<file path="config.mk">
export PLATFORM = sky130hd
export DESIGN_NAME = bpc_regs
export DESIGN_NICKNAME = d
export VERILOG_FILES = /design/src/verilog/bpc_pkg.sv /design/src/verilog/bpc_reg_if.sv /design/src/verilog/bpc_regs.sv /design/src/verilog/bpc_ahb.sv
export SDC_FILE = /design/constraint.sdc
export NUM_CORES = 1
export LEC_CHECK = 0
export BUFFER_PORTS_ARGS = -buffer_cell sky130_fd_sc_hd__buf_2
export CAP_MARGIN = 20
export CORE_UTILIZATION = 49
export DETAILED_ROUTE_END_ITERATION = 8
export PLACE_DENSITY = 0.83
export SETUP_SLACK_MARGIN = 0.3
export SLEW_MARGIN = 20
export SYNTH_ARGS = -nofsm -noshare
export SYNTH_HDL_FRONTEND = slang
export SYNTH_HIERARCHICAL = 1
export SYNTH_SLANG_ARGS = --single-unit
</file>
<file path="constraint.sdc">
create_clock -name CORE_CLK -period 2.45 [get_ports CORE_CLK]
set_clock_uncertainty 0.2 [all_clocks]
set_input_delay 0.3675 -clock CORE_CLK [delete_from_list [all_inputs] [get_ports CORE_CLK]]
set_output_delay 0.3675 -clock CORE_CLK [all_outputs]
set_load 0.02 [all_outputs]
</file>
<file path="src/verilog/bpc_pkg.sv">
package bpc_pkg;
  // printed offsets are word indices; byte address is four times the index
  localparam int ADDR_W = 8;
  localparam logic [ADDR_W-1:0] SRC_PITCH_IDX = 8'h10;
  localparam logic [ADDR_W-1:0] DST_PITCH_IDX = 8'h12;
  localparam logic [ADDR_W-1:0] FG_COLOR_IDX = 8'h14;
  localparam logic [ADDR_W-1:0] BG_COLOR_IDX = 8'h18;
  localparam logic [ADDR_W-1:0] FMT_SEL_IDX = 8'h1e;
  localparam logic [ADDR_W-1:0] FG_EFF_IDX = 8'h20;
  localparam logic [ADDR_W-1:0] BG_EFF_IDX = 8'h21;
  localparam logic [ADDR_W-1:0] SRC_PITCH_ADDR = SRC_PITCH_IDX << 2;
  localparam logic [ADDR_W-1:0] DST_PITCH_ADDR = DST_PITCH_IDX << 2;
  localparam logic [ADDR_W-1:0] FG_COLOR_ADDR = FG_COLOR_IDX << 2;
  localparam logic [ADDR_W-1:0] BG_COLOR_ADDR = BG_COLOR_IDX << 2;
  localparam logic [ADDR_W-1:0] FMT_SEL_ADDR = FMT_SEL_IDX << 2;
  localparam logic [ADDR_W-1:0] FG_EFF_ADDR = FG_EFF_IDX << 2;
  localparam logic [ADDR_W-1:0] BG_EFF_ADDR = BG_EFF_IDX << 2;

  localparam int PITCH_W = 12;
  localparam int FMT_LSB = 4;
  localparam int FMT_MSB = 5;

  typedef enum logic [1:0] {
    FMT_8 = 2'b00,
    FMT_16 = 2'b01,
    FMT_32 = 2'b10,
    FMT_24 = 2'b11
  } bpc_fmt_t;

  localparam logic [31:0] MASK_8 = 32'h0000_00ff;
  localparam logic [31:0] MASK_16 = 32'h0000_ffff;
  localparam logic [31:0] MASK_24 = 32'h00ff_ffff;
  localparam logic [31:0] MASK_32 = 32'hffff_ffff;

  // power-on contents are undefined in the engine; zero is chosen
  localparam logic [PITCH_W-1:0] PITCH_RST = 12'h000;
  localparam logic [31:0] COLOR_RST = 32'h0000_0000;
  localparam bpc_fmt_t FMT_RST = FMT_8;
endpackage : bpc_pkg

</file>
<file path="src/verilog/bpc_reg_if.sv">
`timescale 1ns/1ns
interface bpc_reg_if;
  import bpc_pkg::*;
  logic wr;
  logic [ADDR_W-1:0] addr;
  logic [31:0] wdata;
  logic [31:0] rdata;
  modport bus (output wr, output addr, output wdata, input rdata);
  modport regs (input wr, input addr, input wdata, output rdata);
endinterface : bpc_reg_if

</file>
<file path="src/verilog/bpc_regs.sv">
`timescale 1ns/1ns
module bpc_regs (
  input wire logic CORE_CLK,
  input wire logic SRST,
  input wire logic HSEL,
  input wire logic [31:0] HADDR,
  input wire logic [1:0] HTRANS,
  input wire logic HWRITE,
  input wire logic [2:0] HSIZE,
  input wire logic [31:0] HWDATA,
  input wire logic HREADY,
  output logic [31:0] HRDATA,
  output logic HREADYOUT,
  output logic HRESP,
  output logic [bpc_pkg::PITCH_W-1:0] SRC_PITCH,
  output logic [bpc_pkg::PITCH_W-1:0] DST_PITCH,
  output bpc_pkg::bpc_fmt_t PIXEL_FORMAT,
  output logic [31:0] FG_COLOR,
  output logic [31:0] BG_COLOR
);
  import bpc_pkg::*;

  bpc_reg_if rif ();

  logic [PITCH_W-1:0] src_pitch_r;
  logic [PITCH_W-1:0] dst_pitch_r;
  logic [31:0] fg_r;
  logic [31:0] bg_r;
  bpc_fmt_t fmt_r;
  logic [31:0] fg_eff_r;
  logic [31:0] bg_eff_r;

  // only whole-word transfers are used, so size is not decoded
  bpc_ahb u_ahb (
    .clk(CORE_CLK),
    .srst(SRST),
    .hsel(HSEL),
    .haddr(HADDR),
    .htrans(HTRANS),
    .hwrite(HWRITE),
    .hwdata(HWDATA),
    .hready(HREADY),
    .hrdata(HRDATA),
    .hreadyout(HREADYOUT),
    .hresp(HRESP),
    .rif(rif.bus)
  );

  wire sel_src = rif.addr == SRC_PITCH_ADDR;
  wire sel_dst = rif.addr == DST_PITCH_ADDR;
  wire sel_fg = rif.addr == FG_COLOR_ADDR;
  wire sel_bg = rif.addr == BG_COLOR_ADDR;
  wire sel_fmt = rif.addr == FMT_SEL_ADDR;
  wire sel_fg_eff = rif.addr == FG_EFF_ADDR;
  wire sel_bg_eff = rif.addr == BG_EFF_ADDR;
  wire [1:0] fmt_wdata = rif.wdata[FMT_MSB:FMT_LSB];

  // colour layout mask chosen by the pixel format code
  wire [31:0] fmt_mask = (fmt_r == FMT_8) ? MASK_8 :
                         (fmt_r == FMT_16) ? MASK_16 :
                         (fmt_r == FMT_24) ? MASK_24 :
                         MASK_32;
  wire [31:0] fg_eff_nxt = fg_r & fmt_mask;
  wire [31:0] bg_eff_nxt = bg_r & fmt_mask;

  wire [31:0] fmt_rdata = {26'h0, fmt_r, 4'h0};
  // unmapped addresses read as zero and ignore writes
  assign rif.rdata = sel_src ? {20'h0, src_pitch_r} :
                     sel_dst ? {20'h0, dst_pitch_r} :
                     sel_fg ? fg_r :
                     sel_bg ? bg_r :
                     sel_fmt ? fmt_rdata :
                     sel_fg_eff ? fg_eff_r :
                     sel_bg_eff ? bg_eff_r :
                     32'h0000_0000;

  always_ff @(posedge CORE_CLK) begin
    if (SRST) begin
      src_pitch_r <= PITCH_RST;
      dst_pitch_r <= PITCH_RST;
    end else begin
      src_pitch_r <= (rif.wr && sel_src) ? rif.wdata[PITCH_W-1:0] : src_pitch_r;
      dst_pitch_r <= (rif.wr && sel_dst) ? rif.wdata[PITCH_W-1:0] : dst_pitch_r;
    end
  end

  // raw colour words are kept whole: the format may change after they are loaded
  always_ff @(posedge CORE_CLK) begin
    if (SRST) begin
      fg_r <= COLOR_RST;
      bg_r <= COLOR_RST;
      fmt_r <= FMT_RST;
    end else begin
      fg_r <= (rif.wr && sel_fg) ? rif.wdata : fg_r;
      bg_r <= (rif.wr && sel_bg) ? rif.wdata : bg_r;
      fmt_r <= (rif.wr && sel_fmt) ? bpc_fmt_t'(fmt_wdata) : fmt_r;
    end
  end

  // interpreted colours lag the raw words by one clock
  always_ff @(posedge CORE_CLK) begin
    if (SRST) begin
      fg_eff_r <= COLOR_RST;
      bg_eff_r <= COLOR_RST;
    end else begin
      fg_eff_r <= fg_eff_nxt;
      bg_eff_r <= bg_eff_nxt;
    end
  end

  assign SRC_PITCH = src_pitch_r;
  assign DST_PITCH = dst_pitch_r;
  assign PIXEL_FORMAT = fmt_r;
  assign FG_COLOR = fg_eff_r;
  assign BG_COLOR = bg_eff_r;
endmodule : bpc_regs

</file>
<file path="src/verilog/bpc_ahb.sv">
`timescale 1ns/1ns
module bpc_ahb (
  input wire logic clk,
  input wire logic srst,
  input wire logic hsel,
  input wire logic [31:0] haddr,
  input wire logic [1:0] htrans,
  input wire logic hwrite,
  input wire logic [31:0] hwdata,
  input wire logic hready,
  output logic [31:0] hrdata,
  output logic hreadyout,
  output logic hresp,
  bpc_reg_if.bus rif
);
  import bpc_pkg::*;

  logic wr_pend_r;
  logic rd_pend_r;
  logic [ADDR_W-1:0] addr_r;
  logic [31:0] hrdata_r;
  logic hreadyout_r;

  wire addr_ph = hsel && hready && htrans[1];
  wire rd_start = addr_ph && !hwrite;

  // one wait state on reads so that a write just before lands first
  always_ff @(posedge clk) begin
    if (srst) begin
      wr_pend_r <= 1'b0;
      rd_pend_r <= 1'b0;
      addr_r <= '0;
      hrdata_r <= 32'h0000_0000;
      hreadyout_r <= 1'b1;
    end else begin
      wr_pend_r <= addr_ph && hwrite;
      rd_pend_r <= rd_start;
      addr_r <= addr_ph ? haddr[ADDR_W-1:0] : addr_r;
      hrdata_r <= rd_pend_r ? rif.rdata : hrdata_r;
      hreadyout_r <= !rd_start;
    end
  end

  assign rif.wr = wr_pend_r;
  assign rif.addr = addr_r;
  assign rif.wdata = hwdata;
  assign hrdata = hrdata_r;
  assign hreadyout = hreadyout_r;
  assign hresp = 1'b0;
endmodule : bpc_ahb

</file>
# ---- Word level (Yosys, flattened, before mapping)
# Cells that the tools add are included.
dict set report classes {
  n_eq_ne 9
  n_lt_le_gt_ge 0
  addsub 0
  bitwise_logic 2
  shifts 0
  reduce_logical 12
  mux 10
  n_mul 0
  div 0
}
# operator count
set ops {}
lappend ops {{32-bit two-way mux} 10}
lappend ops {{32-bit AND} 2}
lappend ops {{8-bit by 7-bit == test with 1-bit output (second input constant)} 5}
lappend ops {{8-bit == test (second input constant)} 2}
lappend ops {{1-bit logical AND} 9}
lappend ops {{2-bit by 1-bit == test with 1-bit output (second input constant)} 1}
lappend ops {{2-bit == test (second input constant)} 1}
lappend ops {{1-bit logical NOT} 2}
lappend ops {{2-bit logical NOT} 1}
dict set report word_totals {
  mem_count 0
  elab_cells 45
  register_bits 197
  in_bits 74
  ramBits 0
  romBits 0
  latch_bits 0
}

# ---- Longest topological paths before layout
dict set report logic_depth {
  ltp_word 8
  depth_mapped 10
}

# ---- By module
# The synthesis kept the hierarchy.
# module cells_each seq_area_each_um2 area_per_inst_um2 instances
set by_module_without_submodules {}
lappend by_module_without_submodules {bpc_regs 737 3083.0 6192.2 1}
lappend by_module_without_submodules {bpc_ahb 180 860.8 1886.8 1}

# ---- Worst setup path before layout
# Ideal clock, no wire load.
dict set report synth_timing {
  kind {register to register}
  from {reg u_ahb.addr_r[2], in the netlist u_ahb/rif.addr[2]}
  to {reg u_ahb.hrdata_r[12], in the netlist u_ahb/hrdata[12]}
  setup_slack_ns 0.315
  arrival_ns 1.871
  required_time_ns 2.186
  stages_incl_launch_ff 9
  path_buffers 2
  cell_sequence {dfxtp_1 buf_2 or4b_4 nor3_4 and2_1 clkbuf_1 a221o_1 mux2i_1 nor2_1}
}
dict set report synth_via {
  elab_chain_len 8
  elab_cells_between_ends 14
  cone_classes {eq/ne (7); mux (7)}
}
# element line_no
set synth_lines {}
lappend synth_lines {{start, declared} bpc_ahb.sv:20} ;# logic [ADDR_W-1:0] addr_r;
lappend synth_lines {{start signal, assigned} bpc_ahb.sv:38} ;# addr_r <= addr_ph ? haddr[ADDR_W-1:0] : addr_r;
lappend synth_lines {{8-bit == test} bpc_regs.sv:55} ;# wire sel_bg_eff = rif.addr == BG_EFF_ADDR;
lappend synth_lines {{32-bit two-way mux} bpc_regs.sv:74} ;# sel_bg_eff ? bg_eff_r :
lappend synth_lines {{32-bit two-way mux} bpc_regs.sv:73} ;# sel_fg_eff ? fg_eff_r :
lappend synth_lines {{32-bit two-way mux} bpc_regs.sv:72} ;# sel_fmt ? fmt_rdata :
lappend synth_lines {{32-bit two-way mux} bpc_regs.sv:71} ;# sel_bg ? bg_r :
lappend synth_lines {{32-bit two-way mux} bpc_regs.sv:70} ;# sel_fg ? fg_r :
lappend synth_lines {{32-bit two-way mux} bpc_regs.sv:69} ;# sel_dst ? {20'h0, dst_pitch_r} :
lappend synth_lines {{32-bit two-way mux (*)} bpc_regs.sv:68} ;# assign rif.rdata = sel_src ? {20'h0, src_pitch_r} :
lappend synth_lines {{named net rif.rdata[12]} bpc_reg_if.sv:7} ;# logic [31:0] rdata;
lappend synth_lines {{end signal, assigned} bpc_ahb.sv:39} ;# hrdata_r <= rd_pend_r ? rif.rdata : hrdata_r;
lappend synth_lines {{end, declared} bpc_ahb.sv:21} ;# logic [31:0] hrdata_r;
# Mark *: on every way through the listed nets, which the timed path passes. The rest lies on a longest branch.
# A chain may end at the register's enable or synchronous reset.

# ---- Worst setup path in the final report
dict set report layout_timing {
  from {reg u_ahb.addr_r[1], in the netlist u_ahb/rif.addr[1]}
  to {reg bg_r[24]}
}
dict set report layout_via {
  elab_chain_len 2
}
# element line_no
set layout_lines {}
lappend layout_lines {{8-bit by 7-bit == test with 1-bit output} bpc_regs.sv:52} ;# wire sel_bg = rif.addr == BG_COLOR_ADDR;
lappend layout_lines {{1-bit logical AND} bpc_regs.sv:95} ;# bg_r <= (rif.wr && sel_bg) ? rif.wdata : bg_r;
lappend layout_lines {{end signal, assigned} bpc_regs.sv:95}
lappend layout_lines {{end, declared} bpc_regs.sv:28} ;# logic [31:0] bg_r;
# Every way passes these cells.

==> impl_metrics.yaml <==
outcome:
  outcome: "finished, final reports clean"
die:
  die_x_um: 130
  io_pins: 198
  fp-row-count: 46
  core-area_mm2: 0.0160
  dieArea_mm2: 0.0170
  fp.dieH_um: 130
  start_util_pct: 50.5
yosys:
  synth_xor_area_share_pct: 0
  synth_warnings: 6
  synth_flop_cell: "dfxtp_1"
  async_reset_ff_share_pct: 0
  synth_fa_ha_area_share_pct: 0
  synth_area_mm2: 0.00808
  synth_top_family_by_area: "simple AND/OR/NAND/NOR gates"
  synth_compound_area_share_pct: 10.2
  yosysUniqueCellTypes: 40
  synth_fp_nets: 991
  synth_seq_cells: 197
  ys_seq_area_share_pct: 48.8
  synthMuxAreaShare_pct: 10.5
  synth-simple-area-share_pct: 22.6
  syn_inst: 917
  synth_edf_count: 0
  syn_avg_cell_area_um2: 8.81
power_and_ir_drop:
  ir_worst_vdd_mv: 0.490
  power_density_mw_per_mm2: 616
  p_leak_uw: 0.00409
grt:
  overflow: 0
  grt_first_pass_wirelength_um: 33700
  grt_pass1_vias: 6606
  grt_max_degree: 157
  track_usage_pct: 25.9
  antenna_found_initial: 0
clock_tree:
  clk_latency_ns: 0.42
  cts_buffers: 17
  cts_max_path_buffers: 2
  cts_tree: "done"
  clock_sinks: 197
  path_clk_slew_ns: 0.07
  cts-root-buf: "clkbuf_16"
  htreeDepth: 4
timing:
  hold_viol: 0
  period_share_pct: 90.0
  fin_setup_tns_ns: 0
  slew_violations: 0
  maxSlewHeadroom_pct: 34.4
  min_period_ns: 2.21
  worst_pin_slew_ns: 0.981
  fmax_ghz: 0.453
  grt_setup_unrepaired: "yes"
  setup_viol: 0
setup_path:
  worstPathMaxFanout: 8
  critPathLaunchType: "flop"
  regToRegSetupSlack_ns: 0.24
  path_class: "reg2reg"
  required_ns: 2.53
  critPathArrivalTime_ns: 2.28
  ff2ff_path_depth: 8
  r2r-end: "bg_r[24]"
  endpoint_kind: "flop"
  worstReg2RegStart: "u_ahb/rif.addr[1]"
route:
  wire_per_inst_um: 17.5
  vias: 6999
  drtIter0Drc: 533
  avgViaCountPerCell: 5.34
  routed_wl_um: 23000
  drc: 0
  firstDrtPassIters: 5
  ant_nets: 0
finish:
  stdcell_count: 1310
  nNetsFinal: 1158
  antenna_cells: 0
  layout_common_cells: "193 x dfxtp_1, 189 x nand2_1, 167 x buf_2"
  multi_input_area_mm2: 0.00370
  area_growth_syn_to_layout_pct: 27.1
  nFillCells: 1258
  drive_gt1_share_pct: 27.3
  regArea_mm2: 0.00395
  final_common_cell: "dfxtp_1"
flow_run:
  max_cap_viol_count: 0
min_path:
  hold_depth: 3
  hp-start: "HADDR[5]"
  hp-class: "in2reg"
  holdPathEnd: "u_ahb/rif.addr[5]"
placed_design:
  dp_cells: 1242
  dp_hpwl_um: 13500
  portBuffers: 168
  gp_congestion: 0.865
==> routing by layer <==
| layer | vias up | track usage [%] | part of all wire [%] |
|---|---|---|---|
| met4 | 0 | 8.79 | 1.7 |
| met5 | - | 0 | 0 |
| met1 | 3302 | 33.5 | 43 |
| li1 | 3343 | - | - |
| met3 | 42 | 6.23 | 7.5 |
| met2 | 312 | 42.6 | 48 |
==> where the power goes <==
group          internal (uW)  switching [uW]  leakage (uW)
sequential              3210            9.87       0.00159
clock                   1660            1200      0.000290
combinational            109             145       0.00221
total                   4970            1360       0.00409
==> area by class of cell <==
class / count / share of cell area (%)
sequential: 197 / 38.5
clock buffer: 19 / 4.41
tap: 216 / 2.63
multi-input combinational: 625 / 36.0
clock inverter: 10 / 1.44
timing repair buffer: 243 / 17.0
==> Yosys cell counts (4+ instances only) <==
| cell | n | share of area (%) |
|---|---|---|
| o211ai_1 | 10 | 0.93 |
| buf_2 | 17 | 1.1 |
| nand2b_2 | 4 | 0.43 |
| a21oi_1 | 97 | 6.0 |
| and3_1 | 7 | 0.54 |
| nor2_1 | 63 | 2.9 |
| buf_6 | 10 | 1.4 |
| o21ai_0 | 11 | 0.68 |
| nand2b_1 | 12 | 0.93 |
| a221o_1 | 14 | 1.7 |
| nand3_1 | 9 | 0.56 |
| and2_1 | 50 | 3.9 |
| mux2i_1 | 84 | 10 |
| nand2_1 | 218 | 10 |
| buf_4 | 33 | 3.1 |
| dfxtp_1 | 197 | 49 |
| clkbuf_1 | 31 | 1.4 |
| nor2b_1 | 20 | 1.5 |
==> worst max-delay path by stage <==
stage	start	end	slack, ns	depth (start not counted)
after global placement	u_ahb/rif.addr[1]	bg_r[28]	0.25	7
after global routing	u_ahb/rif.addr[1]	u_ahb/hrdata[7]	0.17	8
final	u_ahb/rif.addr[1]	bg_r[24]	0.24	8
after CTS	u_ahb/rif.addr[1]	u_ahb/hrdata[18]	0.24	9
after detailed placement	u_ahb/rif.addr[1]	bg_r[24]	0.22	7
after floorplan	u_ahb/rif.addr[2]	u_ahb/hrdata[12]	0.32	8
==> stage by stage <==
step	hold WS, ns	setup WS (ns)	total power (uW)	util, %	area [um2]
2_1_floorplan	0.240	0.315	3450	-	8080
3_3_place_gp	0.249	0.246	3490	55.7	8910
3_5_place_dp	0.256	0.217	3490	55.7	8910
4_1_cts	0.000237	0.239	6350	62.3	9970
5_1_grt	0.00708	0.174	6510	64.2	10300
6_report	0.0120	0.245	6330	64.2	10300
==> cell families after synthesis <==
group                  count (synthesis)
other                                  1
multiplexers                          85
AO/OA/AOI/OAI                        140
AND/OR/NAND/NOR                      398
buffers and inverters                 96
flip-flops                           197
==> critical path, stage by stage (launching register included) <==
cell,delay [ns]
dfxtp_2,0.32
or4b_4,0.57
nor3_4,0.17
buf_12,0.15
buf_8,0.10
nand3_4,0.16
clkbuf_16,0.28
nand2_2,0.06
a21oi_1,0.06
==> timing repair <==
| action | in CTS | in global routing |
|---|---|---|
| hold buffers | 27 | 0 |
| resized for setup | 27 | 47 |
| pin swaps | 7 | 22 |
| endpoints found under the setup margin | 79 | 127 |
| cloned | 3 | 6 |
| setup buffers | 3 | 0 |
| endpoints found under the hold margin | 45 | 0 |
==> registers in the layout, summed over array words and instances, names as in the netlist <==
signal	flops
BG_COLOR	32
FG_COLOR	32
bg_r	32
fg_r	32
u_ahb/hrdata	32
DST_PITCH	12
SRC_PITCH	12
u_ahb/rif.addr	8
PIXEL_FORMAT	2
u_ahb/hreadyout	1
u_ahb/rd_pend_r	1
u_ahb/rif.wr	1
Note: power is estimated with default switching activity, not from simulation.
